$ cat src/shared/cts_pkg.sv
// Purpose: constants and carrier types for the clock trim and sample sync block
// Assumes: 16-bit registers reached through an 8-bit address configuration port
// Notes:   all offsets, field positions and reset values live here
package cts_pkg;
   // ------------------------------------------------------------------
   // register offsets
   // ------------------------------------------------------------------
   localparam logic [7:0]  OFS_SAMPLE_PERIOD  = 8'h12; // sample_period_setting
   localparam logic [7:0]  OFS_EXT_STARTUP    = 8'h38; // external_trigger_startup_word
   localparam logic [7:0]  OFS_SLOW_TRIM      = 8'h4B; // slow clock control word
   localparam logic [7:0]  OFS_FAST_TRIM      = 8'h4D; // fast_clock_trim
   localparam logic [7:0]  OFS_PIN_SYNC       = 8'h4F; // pin_and_sync_control

   // ------------------------------------------------------------------
   // reset values (reserved bits hold their write-back values)
   // ------------------------------------------------------------------
   localparam logic [15:0] RST_SAMPLE_PERIOD  = 16'h0028;
   localparam logic [15:0] RST_EXT_STARTUP    = 16'h0000;
   localparam logic [15:0] RST_SLOW_TRIM      = 16'h2612;
   localparam logic [15:0] RST_FAST_TRIM      = 16'h0098;
   localparam logic [15:0] RST_PIN_SYNC       = 16'h2090;

   // ------------------------------------------------------------------
   // field positions
   // ------------------------------------------------------------------
   localparam int          SLOW_TRIM_LSB      = 0;  // slow trim code [5:0]
   localparam int          SLOW_TRIM_W        = 6;
   localparam int          FAST_TRIM_LSB      = 0;  // fast trim code [7:0]
   localparam int          FAST_TRIM_W        = 8;
   localparam int          BIT_PIN1_OE        = 6;
   localparam int          BIT_PIN1_IE        = 5;
   localparam int          SEL_LSB            = 2;  // sample_trigger_select [3:2]
   localparam int          BIT_PIN0_IE        = 1;

   // sample cycles last four slow ticks per period unit
   localparam int          TICKS_PER_UNIT     = 4;

   // trigger source codes
   localparam logic [1:0]  SEL_INTERNAL       = 2'h0;
   localparam logic [1:0]  SEL_PIN_ZERO       = 2'h1;
   localparam logic [1:0]  SEL_PIN_ONE        = 2'h2;

   // trim codes that go to the two oscillators
   typedef struct packed {
      logic [5:0] slow; // larger code, lower slow frequency
      logic [7:0] fast; // larger code, higher fast frequency
   } cts_trim_t;
endpackage

$ cat src/rtl/cts_clock_trim_sync.sv
// Purpose: trim codes for both oscillators and sample-start selection
// Assumes: clk 10 MHz; slow_tick is a one-cycle pulse per slow clock period
// Notes:   pin one output level is held low; its function select lives elsewhere
`timescale 1ns/1ns
`default_nettype none

// Functional notes
// - slow clock trimmed by 6-bit code
// - zero fastest, all ones slowest slow clock
// - fast clock trimmed by 8-bit code
// - fast code rises with frequency, resets 0x98
// - bit six enables pin one driver
// - bit five enables pin one input
// - selector zero uses internal divided clock
// - selector one triggers on pin zero
// - selector two triggers on pin one
// - internal rate is slow clock over 4xperiod
module cts_clock_trim_sync #(
   parameter int ADDR_W = 8,  // configuration port address width
   parameter int DATA_W = 16  // configuration port data width
) (
   input  wire logic              clk,
   input  wire logic              sys_rst,
   input  wire logic [ADDR_W-1:0] cfg_addr,
   input  wire logic [DATA_W-1:0] cfg_wdata,
   input  wire logic              cfg_wr,
   input  wire logic              cfg_rd,
   output logic      [DATA_W-1:0] cfg_rdata,
   input  wire logic              slow_tick,
   input  wire logic              general_pin_zero_in,
   input  wire logic              general_pin_one_in,
   output logic                   general_pin_one_out,
   output logic                   general_pin_one_oe,
   output logic                   pin_one_input_enable,
   output logic                   pin_zero_input_enable,
   output cts_pkg::cts_trim_t     trim,
   output logic                   sample_start
);
   // ------------------------------------------------------------------
   // elaboration checks
   // ------------------------------------------------------------------
   if (ADDR_W != 8) begin : g_bad_addr
      $error("cts_clock_trim_sync: ADDR_W must be 8");
   end
   if (DATA_W != 16) begin : g_bad_data
      $error("cts_clock_trim_sync: DATA_W must be 16");
   end

   // ------------------------------------------------------------------
   // register storage
   // ------------------------------------------------------------------
   logic [15:0] period_reg;   // sample_period_setting
   logic [15:0] startup_reg;  // external_trigger_startup_word, stored only
   logic [15:0] slow_reg;     // slow clock control word
   logic [15:0] fast_reg;     // fast_clock_trim
   logic [15:0] pin_sync_reg; // pin_and_sync_control
   logic [15:0] rdata_reg;    // read answer
   logic [1:0]  sel;          // sample_trigger_select

   assign sel = pin_sync_reg[cts_pkg::SEL_LSB +: 2];

   // configuration writes, whole word, unknown offsets ignored
   always_ff @(posedge clk) begin
      if (sys_rst) begin
         period_reg   <= cts_pkg::RST_SAMPLE_PERIOD;
         startup_reg  <= cts_pkg::RST_EXT_STARTUP;
         slow_reg     <= cts_pkg::RST_SLOW_TRIM;
         fast_reg     <= cts_pkg::RST_FAST_TRIM;
         pin_sync_reg <= cts_pkg::RST_PIN_SYNC;
      end else if (cfg_wr) begin
         if (cfg_addr == cts_pkg::OFS_SAMPLE_PERIOD) begin
            period_reg <= cfg_wdata;
         end else if (cfg_addr == cts_pkg::OFS_EXT_STARTUP) begin
            startup_reg <= cfg_wdata; // software keeps it in step with the selector
         end else if (cfg_addr == cts_pkg::OFS_SLOW_TRIM) begin
            slow_reg <= cfg_wdata;
         end else if (cfg_addr == cts_pkg::OFS_FAST_TRIM) begin
            fast_reg <= cfg_wdata;
         end else if (cfg_addr == cts_pkg::OFS_PIN_SYNC) begin
            pin_sync_reg <= cfg_wdata;
         end
      end
   end

   // registered reads; unmapped offsets answer zero
   always_ff @(posedge clk) begin
      if (sys_rst) begin
         rdata_reg <= 16'h0000;
      end else if (cfg_rd) begin
         if (cfg_addr == cts_pkg::OFS_SAMPLE_PERIOD) begin
            rdata_reg <= period_reg;
         end else if (cfg_addr == cts_pkg::OFS_EXT_STARTUP) begin
            rdata_reg <= startup_reg;
         end else if (cfg_addr == cts_pkg::OFS_SLOW_TRIM) begin
            rdata_reg <= slow_reg;
         end else if (cfg_addr == cts_pkg::OFS_FAST_TRIM) begin
            rdata_reg <= fast_reg;
         end else if (cfg_addr == cts_pkg::OFS_PIN_SYNC) begin
            rdata_reg <= pin_sync_reg;
         end else begin
            rdata_reg <= 16'h0000;
         end
      end
   end

   // ------------------------------------------------------------------
   // oscillator trim and pin enables, straight from register bits
   // ------------------------------------------------------------------
   // codes pass unmodified: the analog trim cells own the direction,
   // slow falls as its code rises, fast rises as its code rises
   // one assignment for the whole struct, so the port variable has a single driver
   assign trim = {slow_reg[cts_pkg::SLOW_TRIM_LSB +: cts_pkg::SLOW_TRIM_W],
                  fast_reg[cts_pkg::FAST_TRIM_LSB +: cts_pkg::FAST_TRIM_W]};
   assign general_pin_one_oe    = pin_sync_reg[cts_pkg::BIT_PIN1_OE];
   assign pin_one_input_enable  = pin_sync_reg[cts_pkg::BIT_PIN1_IE];
   assign pin_zero_input_enable = pin_sync_reg[cts_pkg::BIT_PIN0_IE];
   assign cfg_rdata             = rdata_reg;

   // pin one drives low when enabled; other sources are out of scope
   logic pin_one_out_reg;
   always_ff @(posedge clk) begin
      pin_one_out_reg <= 1'b0;
   end
   assign general_pin_one_out = pin_one_out_reg;

   // ------------------------------------------------------------------
   // external trigger edge detect
   // ------------------------------------------------------------------
   logic pin0_gated;  // pin zero seen only with its input enabled
   logic pin1_gated;  // pin one seen only with its input enabled
   logic pin0_prev_reg;
   logic pin1_prev_reg;
   logic pin0_rise;
   logic pin1_rise;

   assign pin0_gated = general_pin_zero_in & pin_sync_reg[cts_pkg::BIT_PIN0_IE];
   assign pin1_gated = general_pin_one_in & pin_sync_reg[cts_pkg::BIT_PIN1_IE];
   assign pin0_rise  = pin0_gated & ~pin0_prev_reg;
   assign pin1_rise  = pin1_gated & ~pin1_prev_reg;

   // previous gated levels for edge detection
   always_ff @(posedge clk) begin
      if (sys_rst) begin
         pin0_prev_reg <= 1'b0;
         pin1_prev_reg <= 1'b0;
      end else begin
         pin0_prev_reg <= pin0_gated;
         pin1_prev_reg <= pin1_gated;
      end
   end

   // ------------------------------------------------------------------
   // internal sample timer: 4 x period slow ticks per sample
   // ------------------------------------------------------------------
   logic [17:0] tick_cnt_reg;  // slow ticks since last sample
   logic [17:0] tick_limit;    // ticks per sample cycle
   logic        timer_hit;

   assign tick_limit = {period_reg, 2'b00}; // x4
   // a zero period would never expire; the count runs on and wraps without a start
   assign timer_hit  = slow_tick && (tick_limit != 18'h00000)
                       && (tick_cnt_reg == tick_limit - 18'h00001);

   // counter runs only in internal mode so external modes restart cleanly;
   // a period write also restarts it, else a shorter period written mid-count
   // would leave the count past its limit for a whole wrap of the counter
   always_ff @(posedge clk) begin
      if (sys_rst) begin
         tick_cnt_reg <= 18'h00000;
      end else if (sel != cts_pkg::SEL_INTERNAL) begin
         tick_cnt_reg <= 18'h00000;
      end else if (cfg_wr && cfg_addr == cts_pkg::OFS_SAMPLE_PERIOD) begin
         tick_cnt_reg <= 18'h00000;                  // fresh count per period
      end else if (timer_hit) begin
         tick_cnt_reg <= 18'h00000;
      end else if (slow_tick) begin
         tick_cnt_reg <= tick_cnt_reg + 18'h00001;
      end
   end

   // ------------------------------------------------------------------
   // sample start selection
   // ------------------------------------------------------------------
   logic sample_start_reg;
   always_ff @(posedge clk) begin
      if (sys_rst) begin
         sample_start_reg <= 1'b0;
      end else begin
         case (sel)
            cts_pkg::SEL_INTERNAL: sample_start_reg <= timer_hit;
            cts_pkg::SEL_PIN_ZERO: sample_start_reg <= pin0_rise;
            cts_pkg::SEL_PIN_ONE:  sample_start_reg <= pin1_rise;
            default:               sample_start_reg <= 1'b0;       // code three idles
         endcase
      end
   end
   assign sample_start = sample_start_reg;

   // ------------------------------------------------------------------
   // assertions
   // ------------------------------------------------------------------
   chk_slow_trim_rst: assert property (@(posedge clk) $past(sys_rst) |-> trim.slow == 6'h12)
      else $error("slow trim not at reset value");
   chk_slow_trim_wr: assert property (@(posedge clk) disable iff (sys_rst)
      cfg_wr && cfg_addr == cts_pkg::OFS_SLOW_TRIM |=> trim.slow == $past(cfg_wdata[5:0]))
      else $error("slow trim code not taken");
   chk_fast_trim_wr: assert property (@(posedge clk) disable iff (sys_rst)
      cfg_wr && cfg_addr == cts_pkg::OFS_FAST_TRIM |=> trim.fast == $past(cfg_wdata[7:0]))
      else $error("fast trim code not taken");
   chk_fast_trim_rst: assert property (@(posedge clk) $past(sys_rst) |-> trim.fast == 8'h98)
      else $error("fast trim not at reset value");
   chk_pin_oe_rst: assert property (@(posedge clk) $past(sys_rst) |-> !general_pin_one_oe)
      else $error("pin one driver enabled after reset");
   chk_pin_ie_rst: assert property (@(posedge clk) $past(sys_rst) |-> !pin_one_input_enable)
      else $error("pin one input enabled after reset");
   chk_internal_start: assert property (@(posedge clk) disable iff (sys_rst)
      sel == cts_pkg::SEL_INTERNAL && slow_tick && period_reg != 16'h0000
      && tick_cnt_reg == tick_limit - 18'h00001 |=> sample_start)
      else $error("internal timer expiry gave no sample start");
   chk_pin0_start: assert property (@(posedge clk) disable iff (sys_rst)
      sel == cts_pkg::SEL_PIN_ZERO && pin0_rise |=> sample_start)
      else $error("pin zero edge gave no sample start");
   chk_pin1_start: assert property (@(posedge clk) disable iff (sys_rst)
      sel == cts_pkg::SEL_PIN_ONE && pin1_rise |=> sample_start)
      else $error("pin one edge gave no sample start");
   chk_period_count: assert property (@(posedge clk) disable iff (sys_rst)
      sample_start && $past(sel) == cts_pkg::SEL_INTERNAL
      |-> $past(tick_cnt_reg) == {$past(period_reg), 2'b00} - 18'h00001)
      else $error("internal sample start at wrong tick count");
   chk_reserved_idle: assert property (@(posedge clk) disable iff (sys_rst)
      sel == 2'h3 |=> !sample_start)
      else $error("reserved selector code gave a sample start");

   cov_internal: cover property (@(posedge clk) sel == cts_pkg::SEL_INTERNAL ##1 sample_start);
   cov_pin0:     cover property (@(posedge clk) sel == cts_pkg::SEL_PIN_ZERO ##1 sample_start);
   cov_pin1:     cover property (@(posedge clk) sel == cts_pkg::SEL_PIN_ONE ##1 sample_start);
endmodule

`default_nettype wire

$ cat config.mk
export PLATFORM = sky130hd
export DESIGN_NAME = cts_clock_trim_sync
export DESIGN_NICKNAME = d
export VERILOG_FILES = /design/src/shared/cts_pkg.sv /design/src/rtl/cts_clock_trim_sync.sv
export SDC_FILE = /design/constraint.sdc
export NUM_CORES = 1
export LEC_CHECK = 0
export ABC_AREA = 1
export BUFFER_PORTS_ARGS = -buffer_cell sky130_fd_sc_hd__buf_2
export CAP_MARGIN = 0
export CORE_MARGIN = 2
export CORE_UTILIZATION = 60
export DETAILED_ROUTE_END_ITERATION = 10
export PLACE_DENSITY = 0.79
export SLEW_MARGIN = 20
export SYNTH_ARGS = -nofsm -noshare
export SYNTH_HDL_FRONTEND = slang
export SYNTH_SLANG_ARGS = --single-unit
$ cat constraint.sdc
create_clock -name clk -period 5 [get_ports clk]
set_clock_uncertainty 0.2 [all_clocks]
set_input_delay 1 -clock clk [delete_from_list [all_inputs] [get_ports clk]]
set_output_delay 1 -clock clk [all_outputs]
set_load 0.02 [all_outputs]
==> Implementation_results.wiki, run 1 <==
{| class="wikitable"
! Metric !! Value
|-
| Cell occurring most often along the worst timing path || sky130_fd_sc_hd__nand2_1
|-
| Remaining max-slew budget at the tightest pin || 39.46%
|-
| Commonest cells after routing, fill and taps aside || sky130_fd_sc_hd__nand2_1 (145), sky130_fd_sc_hd__dfxtp_1 (117), sky130_fd_sc_hd__nor2_1 (100), sky130_fd_sc_hd__o21ai_0 (84), sky130_fd_sc_hd__inv_1 (77)
|-
| Critical setup path kind || primary input to flip-flop
|-
| Post-synthesis sequential element count || 117
|-
| CTS H-tree lvls || 4
|-
| Clock net sink count || 117
|-
| Routed Antenna Nets || 0
|-
| Flop-to-flop setup slack || 2.64 ns
|-
| Yosys synthesis warning count || 0
|-
| Core region area || 0.009240 mm2
|-
| Insertion delay of the later-clocked pin in the worst-skew pair || 0.52 ns
|-
| Leak || 0.002811 uW
|-
| Seq. cell area || 0.002342 mm2
|-
| Launch point of the worst hold path || pin_sync_reg[9]
|-
| Vias in the first global route || 5,247
|-
| I/O Pins || 66
|-
| Placed cell count || 960
|-
| Instance count of the mapped netlist || 812
|-
| Aggregate routed wire length || 15.08 mm
|-
| Pre-Repair DR Iteration Count || 5
|-
| Weighted congestion reported at the end of routability-driven placement || 0.9627
|-
| EDFF count, synth || 0
|-
| Max reg flops || 18
|-
| CTS tree || done
|-
| Non-Filler Instances || 992
|-
| Post-Route Setup TNS || 0 ns
|-
| Number of antenna violations at the first check in global routing || 0
|-
| Share of cells above drive strength 1 || 14.60%
|-
| Area used by multi-input combinational logic || 0.002821 mm2
|-
| Post-synthesis sequential area ratio || 40.85%
|-
| Floorplan die area || 0.01036 mm2
|-
| Delay of the slowest critical-path stage || 0.64 ns
|-
| Critical path arrival || 3.23 ns
|-
| Sort of element at the start of the critical path || primary input
|-
| Die span in y || 101.8 um
|-
| Destination of the worst hold path || pin_sync_reg[9]
|-
| Startpoint of the lowest-slack register-to-register path || period_reg[0]
|-
| Outcome || complete, no violations
|-
| Cell count of the worst reg-to-reg path || 11
|-
| Crit-path max FO || 31
|-
| Count of fill cells added during filler insertion || 816
|-
| TritonCTS Buffers || 17
|-
| Wire length of the first global-routing pass || 24.61 mm
|-
| Power Dens Cells || 328.0 mW/mm2
|-
| Worst hold slack || 0.2501 ns
|-
| Starting Density || 62.06%
|-
| Number of stages on the worst hold path || 2
|-
| DP Wirelength || 10.62 mm
|-
| Number of buffers added to fix hold violations after cts || 0
|-
| Total inserted antenna cells || 0
|-
| Final clock period utilization by the worst path || 60.85%
|-
| Maximum number of pins on one net before global-route repair || 54
|-
| Total routing usage reported by global routing || 30.68%
|-
| Area delta synth->final || 13.31%
|-
| Critical path data required time || 5.19 ns
|-
| Total global routing overflow || 0
|-
| Clock input transition at the sequential cells of the worst setup and hold paths || 0.06 ns
|-
| 1st-iter DRT viols || 374
|-
| Cell family contributing the most delay on the critical path || simple AND/OR/NAND/NOR gates
|-
| Worst setup EP type || flip-flop
|-
| Number of slew-limit violations in the final report || 0
|-
| Bufs on Longest Clock Path || 2
|-
| Number of cells upsized or downsized after cts || 0
|-
| Cell area after technology mapping || 0.005734 mm2
|-
| Count of cell instances traversed by the critical path || 8
|-
| Transition time at the pin with the least slew margin || 0.9056 ns
|-
| Most common cell after layout, fill and taps aside || sky130_fd_sc_hd__nand2_1
|-
| Final nets || 884
|-
| Type of the worst min-delay path || flip-flop to flip-flop
|-
| Count of input and output buffers || 64
|-
| Buffers & Inverters on Critical Path || 2
|-
| Max Cap Viol || 0
|-
| Die Span X || 101.8 um
|-
| Final Hold Fails || 0
|-
| Total number of vias || 5,456
|-
| Upper clock frequency limit || 328.7 MHz
|-
| # rows || 35
|-
| Post-CTS Setup Repair Bufs || 0
|-
| DRC viols || 0
|-
| Time the worst path needs with I/O delays and setup || 3.043 ns
|-
| Peak VDD IR || 0.0002751 V
|-
| Average cell area after synthesis || 7.062 um2
|-
| Critical path, cell by cell || buf_2 -> or2_2 -> nor3_1 -> nand2_1 -> inv_1 -> nand2_1 -> o21ai_0 -> a21oi_1
|-
| Unrepaired setup endpoints after global routing || false
|-
| Count of different cell masters after synthesis || 38
|-
| Leading register cell type out of synthesis || sky130_fd_sc_hd__dfxtp_1
|-
| Vias per Instance || 5.500
|-
| Fraction of registers with async set/reset || 0%
|-
| Number of setup violations in the final report || 0
|-
| Cell at the root of the clock tree || sky130_fd_sc_hd__clkbuf_8
|-
| Synth Net Count || 846
|-
| RR Endpoint || tick_cnt_reg[3]
|-
| Library cell contributing the largest single delay on the critical path || sky130_fd_sc_hd__inv_1
|-
| Routed wire per std cell || 15.20 um
|-
| Finished Core Util || 70.32%
|}
## worst max path at each step
stage	to	slack, ns	startpoint
floorplan	tick_cnt_reg[13]	2.57	cfg_addr[7]
global placement	startup_reg[15]	1.54	cfg_addr[7]
detailed placement	startup_reg[15]	1.46	cfg_addr[7]
CTS	startup_reg[15]	2.00	cfg_addr[7]
global route	startup_reg[15]	1.65	cfg_addr[7]
finish	startup_reg[15]	1.96	cfg_addr[7]
## metal layers
metal / up-vias / part of all wire, % / GRT usage, %
met3: 37 / 6.6 / 7.039
met5: - / 0 / 0
li1: 2714 / - / -
met1: 2489 / 42 / 36.97
met2: 216 / 49 / 52.13
met4: 0 / 2.6 / 13.72
## tightest hold or removal path, stage by stage, from the launching register on
cell	delay (ns)
sky130_fd_sc_hd__dfxtp_1	0.29
sky130_fd_sc_hd__inv_1	0.06
sky130_fd_sc_hd__a21oi_1	0.05
## logic make-up (layout without fill, tap and decap cells)
kind of cell             Yosys count  after routing  share of synthesized area (%)
AO/OA/AOI/OAI                    183            183                          17.22
XOR/XNOR                          27             27                          4.124
adder cells (fa/ha/maj)            3              3                         0.6547
buffers and inverters            128            179                          9.950
flip-flops                       117            117                          40.85
multiplexers                       1              1                         0.1746
other                              1              1                        0.06540
AND/OR/NAND/NOR                  352            352                          26.97
## power breakdown
| group | internal (uW) | switching, uW | total (uW) |
|---|---|---|---|
| logic | 29.0 | 69.5 | 98.5 |
| registers | 942 | 6.24 | 948 |
| clock network | 650 | 435 | 1080 |
| total | 1620 | 510 | 2130 |
## synth_stat cells (2+ instances only)
cell type	count	area share (%)
sky130_fd_sc_hd__o21ai_0	84	7.3
sky130_fd_sc_hd__o211ai_1	10	1.3
sky130_fd_sc_hd__or2_2	2	0.22
sky130_fd_sc_hd__buf_2	6	0.52
sky130_fd_sc_hd__ha_1	3	0.65
sky130_fd_sc_hd__o21bai_1	3	0.39
sky130_fd_sc_hd__xor2_1	17	2.6
sky130_fd_sc_hd__nand2_1	145	9.5
sky130_fd_sc_hd__nand3_1	58	5.1
sky130_fd_sc_hd__a21oi_1	70	6.1
sky130_fd_sc_hd__clkbuf_1	19	1.2
sky130_fd_sc_hd__dfxtp_1	117	41
sky130_fd_sc_hd__nor2_2	14	1.5
sky130_fd_sc_hd__nand3b_1	5	0.65
sky130_fd_sc_hd__clkinv_1	2	0.13
sky130_fd_sc_hd__nor3_4	2	0.57
sky130_fd_sc_hd__inv_1	77	5.0
sky130_fd_sc_hd__nor2_1	100	6.5
sky130_fd_sc_hd__nor3_1	13	1.1
sky130_fd_sc_hd__nand4_1	3	0.33
sky130_fd_sc_hd__inv_2	3	0.20
sky130_fd_sc_hd__a211oi_1	13	1.7
sky130_fd_sc_hd__clkbuf_2	2	0.17
sky130_fd_sc_hd__xnor2_1	10	1.5
sky130_fd_sc_hd__buf_4	17	2.2
sky130_fd_sc_hd__nand2_2	5	0.55
## final cells by class
class / instances / share of cell area [%]
clock inverter: 10 / 1.136
sequential: 117 / 36.05
clock buffer: 22 / 7.125
multi-input combinational: 567 / 43.42
tap: 129 / 2.484
timing repair buffer: 65 / 5.045
inverter: 82 / 4.737
## metrics by stage
stage / power, uW / cell area (um2) / setup WS [ns]
final: 2131 / 6497 / 1.957
after CTS: 2136 / 6497 / 1.996
after global routing: 2195 / 6497 / 1.649
after global placement: 1062 / 5961 / 1.543
after detailed placement: 1064 / 5961 / 1.458
after floorplan: 1025 / 5734 / 2.574
Note: power is estimated with default switching activity, not from simulation.
==> run 2: changes to the inputs <==
Settings changed: CORE_UTILIZATION 60 to 53, PLACE_DENSITY 0.79 to 0.73.
Clock period 5 ns to 2.7 ns, I/O delays scaled along.
==> run 2 against run 1 <==
Final cell count is 1.7% higher. Clock-buffer cell count shrank 3. Wire length increased by 1.2%. Die area up 13%. Largest cell class unchanged.
==> Implementation_results.wiki, run 2 (synthesis results as in run 1) <==
{| class="wikitable"
! Metric !! Value
|-
| Die span in y || 108.0 um
|-
| Wire length of the first global-routing pass || 25.03 mm
|-
| Final clock period utilization by the worst path || 87.06%
|-
| DRC viols || 0
|-
| Leak || 0.002893 uW
|-
| Critical path arrival || 2.55 ns
|-
| Delay of the slowest critical-path stage || 0.32 ns
|-
| Total global routing overflow || 0
|-
| Die Span X || 108.0 um
|-
| Pre-Repair DR Iteration Count || 5
|-
| Share of cells above drive strength 1 || 15.81%
|-
| Clock net sink count || 117
|-
| Clock input transition at the sequential cells of the worst setup and hold paths || 0.06 ns
|-
| Flop pwr share || 41.1%
|-
| Routed wire per std cell || 15.13 um
|-
| TritonCTS Buffers || 17
|-
| Post-CTS Setup Repair Bufs || 0
|-
| Switching part of the total || 23.41%
|-
| Critical setup path kind || flip-flop to flip-flop
|-
| Number of setup violations in the final report || 0
|-
| DP Wirelength || 11.04 mm
|-
| Seq. cell area || 0.002342 mm2
|-
| Type of the worst min-delay path || primary input to flip-flop
|-
| Maximum number of pins on one net before global-route repair || 53
|-
| Area used by multi-input combinational logic || 0.002821 mm2
|-
| Upper clock frequency limit || 425.4 MHz
|-
| Critical path, cell by cell || inv_1 -> ha_1 -> nand3_2 -> nor2_2 -> nand3b_1 -> nand2_1 -> nand2_1 -> nor2_1 -> nand4_2 -> nand2_4 -> nor2_1
|-
| Core region area || 0.01042 mm2
|-
| Portion of total power attributed to the clock network || 54.4%
|-
| Worst setup EP type || flip-flop
|-
| Weighted congestion reported at the end of routability-driven placement || 0.8866
|-
| I/O Pins || 66
|-
| Number of slew-limit violations in the final report || 0
|-
| Placed cell count || 977
|-
| Bufs on Longest Clock Path || 2
|-
| Non-Filler Instances || 1,009
|-
| Net switching power figure || 999.2 uW
|-
| Number of cells upsized or downsized after cts || 0
|-
| Library cell contributing the largest single delay on the critical path || sky130_fd_sc_hd__dfxtp_1
|-
| Aggregate routed wire length || 15.26 mm
|-
| Unrepaired setup endpoints after global routing || false
|-
| Number of buffers added to fix hold violations after cts || 0
|-
| Number of antenna violations at the first check in global routing || 0
|-
| Time the worst path needs with I/O delays and setup || 2.351 ns
|-
| Most common cell after layout, fill and taps aside || sky130_fd_sc_hd__nand2_1
|-
| Total number of vias || 5,512
|-
| Area delta synth->final || 16.10%
|-
| Max Cap Viol || 0
|-
| Post-Route Setup TNS || 0 ns
|-
| Commonest cells after routing, fill and taps aside || sky130_fd_sc_hd__nand2_1 (145), sky130_fd_sc_hd__dfxtp_1 (117), sky130_fd_sc_hd__nor2_1 (100), sky130_fd_sc_hd__o21ai_0 (84), sky130_fd_sc_hd__inv_1 (77)
|-
| Power Dens Cells || 641.2 mW/mm2
|-
| Peak VDD IR || 0.0005363 V
|-
| CTS tree || done
|-
| Count of input and output buffers || 64
|-
| Crit-path max FO || 18
|-
| Routed Antenna Nets || 0
|-
| Final Hold Fails || 0
|-
| Final nets || 894
|-
| Max reg flops || 18
|-
| Remaining max-slew budget at the tightest pin || 63.63%
|-
| Finished Core Util || 63.92%
|-
| Internal cell power || 3270 uW
|-
| Outcome || complete, no violations
|-
| Total routing usage reported by global routing || 27.67%
|-
| Power share of the combinational group || 4.5%
|-
| Starting Density || 55.05%
|-
| Sort of element at the start of the critical path || flip-flop
|-
| 1st-iter DRT viols || 420
|-
| Insertion delay of the later-clocked pin in the worst-skew pair || 0.52 ns
|-
| Transition time at the pin with the least slew margin || 0.5438 ns
|-
| CTS H-tree lvls || 4
|-
| Critical path data required time || 2.89 ns
|-
| Floorplan die area || 0.01167 mm2
|-
| Count of fill cells added during filler insertion || 927
|-
| Total inserted antenna cells || 0
|-
| Cell at the root of the clock tree || sky130_fd_sc_hd__clkbuf_8
|-
| Vias per Instance || 5.463
|-
| # rows || 37
|-
| Vias in the first global route || 5,188
|}
## run 2: power by group through the flow
stage / Combinational (uW) / Sequential [uW] / Clock [uW]
CTS: 189 / 1750 / 2340
global route: 208 / 1760 / 2430
detailed placement: 188 / 1790 / 0
floorplan: 93.6 / 1800 / 0
global placement: 184 / 1790 / 0
finish: 192 / 1750 / 2320
## run 2: final timing paths
check                                        start          endpoint  slack (ns)  depth (start not counted)
worst min-delay path            general_pin_one_in     pin1_prev_reg        0.07                          3
worst max register to register       period_reg[0]   tick_cnt_reg[5]        0.35                         11
worst max-delay path                 period_reg[0]   tick_cnt_reg[5]        0.35                         11
worst min register to register    pin_sync_reg[14]  pin_sync_reg[14]        0.25                          2
## run 2: worst max-delay path, delay by kind of cell, from the launching register on
family        cells  cell delay (ns)
simple gates      9             1.31
flops             1             0.32
buf+inv           1             0.17
fa+ha+maj         1             0.24
## run 2: cell type report
class	instances	share of cell area, %
Inverter	82	4.623
Timing Repair Buffer	75	6.051
Clock buffer	19	6.634
Multi-Input combinational cell	567	42.38
Clock inverter	13	2.575
Tap cell	136	2.556
Sequential cell	117	35.18
## run 2: through the flow
stage | instance area, um2 | setup slack (ns) | hold slack, ns | total power [uW]
after detailed placement | 6045 | 0.1672 | 0.2436 | 1980
after floorplan | 5734 | 0.7336 | 0.2245 | 1897
after global routing | 6658 | 0.1755 | 0.06459 | 4397
final | 6658 | 0.3493 | 0.07085 | 4269
after CTS | 6658 | 0.3403 | 0.05413 | 4281
after global placement | 6045 | 0.3040 | 0.2332 | 1976
## run 2: metal layers
layer	track usage (%)	vias to the layer above	share of wire, %
li1	-	2737	-
met1	34.27	2559	43
met2	44.88	189	48
met3	7.896	27	7.0
met4	12.27	0	2.5
met5	0	-	0
==> run 3: changes to the inputs <==
Settings changed: BUFFER_PORTS_ARGS -buffer_cell sky130_fd_sc_hd__buf_2 to -buffer_cell sky130_fd_sc_hd__buf_4.
==> run 3 against run 2 <==
Die area stayed put. Sequential share of layout area is 0.44 points lower. Power is 6.9% lower. Combinational power is 9% higher. Core utilization is 0.80 points higher. Setup slack worse by 0.034 ns. Sequential cell count stayed put.
==> Implementation_results.wiki, run 3 (synthesis results as in run 1) <==
{| class="wikitable"
! Metric !! Value
|-
| Upper clock frequency limit || 419.4 MHz
|-
| Aggregate routed wire length || 15.51 mm
|-
| Cell at the root of the clock tree || sky130_fd_sc_hd__clkbuf_8
|-
| Vias per Instance || 5.453
|-
| Number of slew-limit violations in the final report || 0
|-
| Starting Density || 55.05%
|-
| Critical path data required time || 2.90 ns
|-
| Area delta synth->final || 17.56%
|-
| Sort of element at the start of the critical path || flip-flop
|-
| Seq. cell area || 0.002342 mm2
|-
| Remaining max-slew budget at the tightest pin || 58.78%
|-
| Number of buffers added to fix hold violations after cts || 0
|-
| Time the worst path needs with I/O delays and setup || 2.384 ns
|-
| Wire length of the first global-routing pass || 25.37 mm
|-
| Insertion delay of the later-clocked pin in the worst-skew pair || 0.52 ns
|-
| Core region area || 0.01042 mm2
|-
| Final Hold Fails || 0
|-
| Post-Route Setup TNS || 0 ns
|-
| Launch point of the worst hold path || general_pin_zero_in
|-
| Non-Filler Instances || 1,006
|-
| Power Dens Cells || 589.6 mW/mm2
|-
| Final nets || 892
|-
| I/O Pins || 66
|-
| Critical path arrival || 2.58 ns
|-
| Area used by multi-input combinational logic || 0.002821 mm2
|-
| Critical setup path kind || flip-flop to flip-flop
|-
| Clock input transition at the sequential cells of the worst setup and hold paths || 0.06 ns
|-
| CTS tree || done
|-
| Worst setup EP type || flip-flop
|-
| Crit-path max FO || 18
|-
| Die Span X || 108.0 um
|-
| Floorplan die area || 0.01167 mm2
|-
| Leak || 0.002873 uW
|-
| RR Endpoint || tick_cnt_reg[4]
|-
| Placement-stage worst setup slack || 0.2502 ns
|-
| Cell count of the worst reg-to-reg path || 11
|-
| Pre-Repair DR Iteration Count || 5
|-
| Worst setup startpoint || period_reg[0]
|-
| Fin area || 0.006741 mm2
|-
| Total global routing overflow || 0
|-
| Number of setup violations in the final report || 0
|-
| Placed cell count || 975
|-
| Peak VDD IR || 0.0004440 V
|-
| Share of cells above drive strength 1 || 15.52%
|-
| Max reg flops || 18
|-
| Total number of vias || 5,486
|-
| Post-route worst setup slack || 0.3155 ns
|-
| Max Cap Viol || 0
|-
| Die span in y || 108.0 um
|-
| Instance area after placement || 0.006202 mm2
|-
| Worst hold slack || 0.07679 ns
|-
| # rows || 37
|-
| CTS H-tree lvls || 4
|-
| Count of input and output buffers || 64
|-
| Commonest cells after routing, fill and taps aside || sky130_fd_sc_hd__nand2_1 (145), sky130_fd_sc_hd__dfxtp_1 (117), sky130_fd_sc_hd__nor2_1 (100), sky130_fd_sc_hd__o21ai_0 (84), sky130_fd_sc_hd__inv_1 (77)
|-
| Count of fill cells added during filler insertion || 944
|-
| DP Wirelength || 11.31 mm
|-
| Most common cell after layout, fill and taps aside || sky130_fd_sc_hd__nand2_1
|-
| Transition time at the pin with the least slew margin || 0.6176 ns
|-
| Total inserted antenna cells || 0
|-
| Vias in the first global route || 5,177
|-
| 1st-iter DRT viols || 559
|-
| Flop-to-flop setup slack || 0.32 ns
|-
| TritonCTS Buffers || 17
|-
| Clock net sink count || 117
|-
| Unrepaired setup endpoints after global routing || false
|-
| Weighted congestion reported at the end of routability-driven placement || 0.9243
|-
| Number of antenna violations at the first check in global routing || 0
|-
| DRC viols || 0
|-
| Type of the worst min-delay path || primary input to flip-flop
|-
| Number of stages on the worst hold path || 3
|-
| Startpoint of the lowest-slack register-to-register path || period_reg[0]
|-
| Maximum number of pins on one net before global-route repair || 53
|-
| Bufs on Longest Clock Path || 2
|-
| Destination of the worst hold path || pin0_prev_reg
|-
| Final clock period utilization by the worst path || 88.31%
|-
| Number of cells upsized or downsized after cts || 0
|-
| Routed wire per std cell || 15.41 um
|-
| Routed Antenna Nets || 0
|-
| Post-CTS Setup Repair Bufs || 0
|-
| Outcome || complete, no violations
|-
| Total routing usage reported by global routing || 27.97%
|}
==> run 3: final cells by class <==
class	instances	share of cell area [%]
tap	136	2.524
clock buffer	19	6.552
clock inverter	12	1.448
sequential	117	34.74
multi-input combinational	567	41.85
inverter	82	4.566
timing repair buffer	73	8.315
==> run 3: worst max path at each step <==
| stage | endpoint | slack, ns | depth (start not counted) |
|---|---|---|---|
| after floorplan | tick_cnt_reg[13] | 0.73 | 10 |
| after global placement | fast_reg[4] | 0.28 | 9 |
| after detailed placement | fast_reg[1] | 0.25 | 9 |
| after CTS | tick_cnt_reg[4] | 0.30 | 11 |
| after global routing | tick_cnt_reg[4] | 0.14 | 11 |
| final | tick_cnt_reg[4] | 0.32 | 11 |
==> run 3: worst max-delay path: stages, from the launching register on <==
cell and delay, ns:
sky130_fd_sc_hd__dfxtp_1 0.31, sky130_fd_sc_hd__inv_1 0.17, sky130_fd_sc_hd__ha_1 0.24, sky130_fd_sc_hd__nand3_2 0.16, sky130_fd_sc_hd__nor2_2 0.21, sky130_fd_sc_hd__nand3b_1 0.10, sky130_fd_sc_hd__nand2_1 0.07, sky130_fd_sc_hd__nand2_1 0.07
sky130_fd_sc_hd__nor2_1 0.14, sky130_fd_sc_hd__nand4_2 0.21, sky130_fd_sc_hd__nand2_4 0.29, sky130_fd_sc_hd__nor2_1 0.08
==> run 3: metrics by stage <==
step                      util, %  power, uW
after floorplan                 -       1897
after global placement      59.54       1995
after detailed placement    59.54       1999
after CTS                   64.72       3994
after global routing        64.72       4107
final                       64.72       3975
==> run 3: report_power, final <==
| part | internal (uW) | switching [uW] | leakage (uW) |
|---|---|---|---|
| sequential | 1740 | 11.7 | 0.000946 |
| combinational | 76.2 | 134 | 0.00168 |
| clock | 1180 | 829 | 0.000246 |
==> run 3: routing by layer <==
layer / GRT usage, % / vias up / wire length, um
met4: 9.066 / 0 / 248
met1: 35.71 / 2521 / 6623
met2: 46.59 / 213 / 7541
met3: 6.872 / 24 / 1091
met5: 0 / - / 0
li1: - / 2728 / -
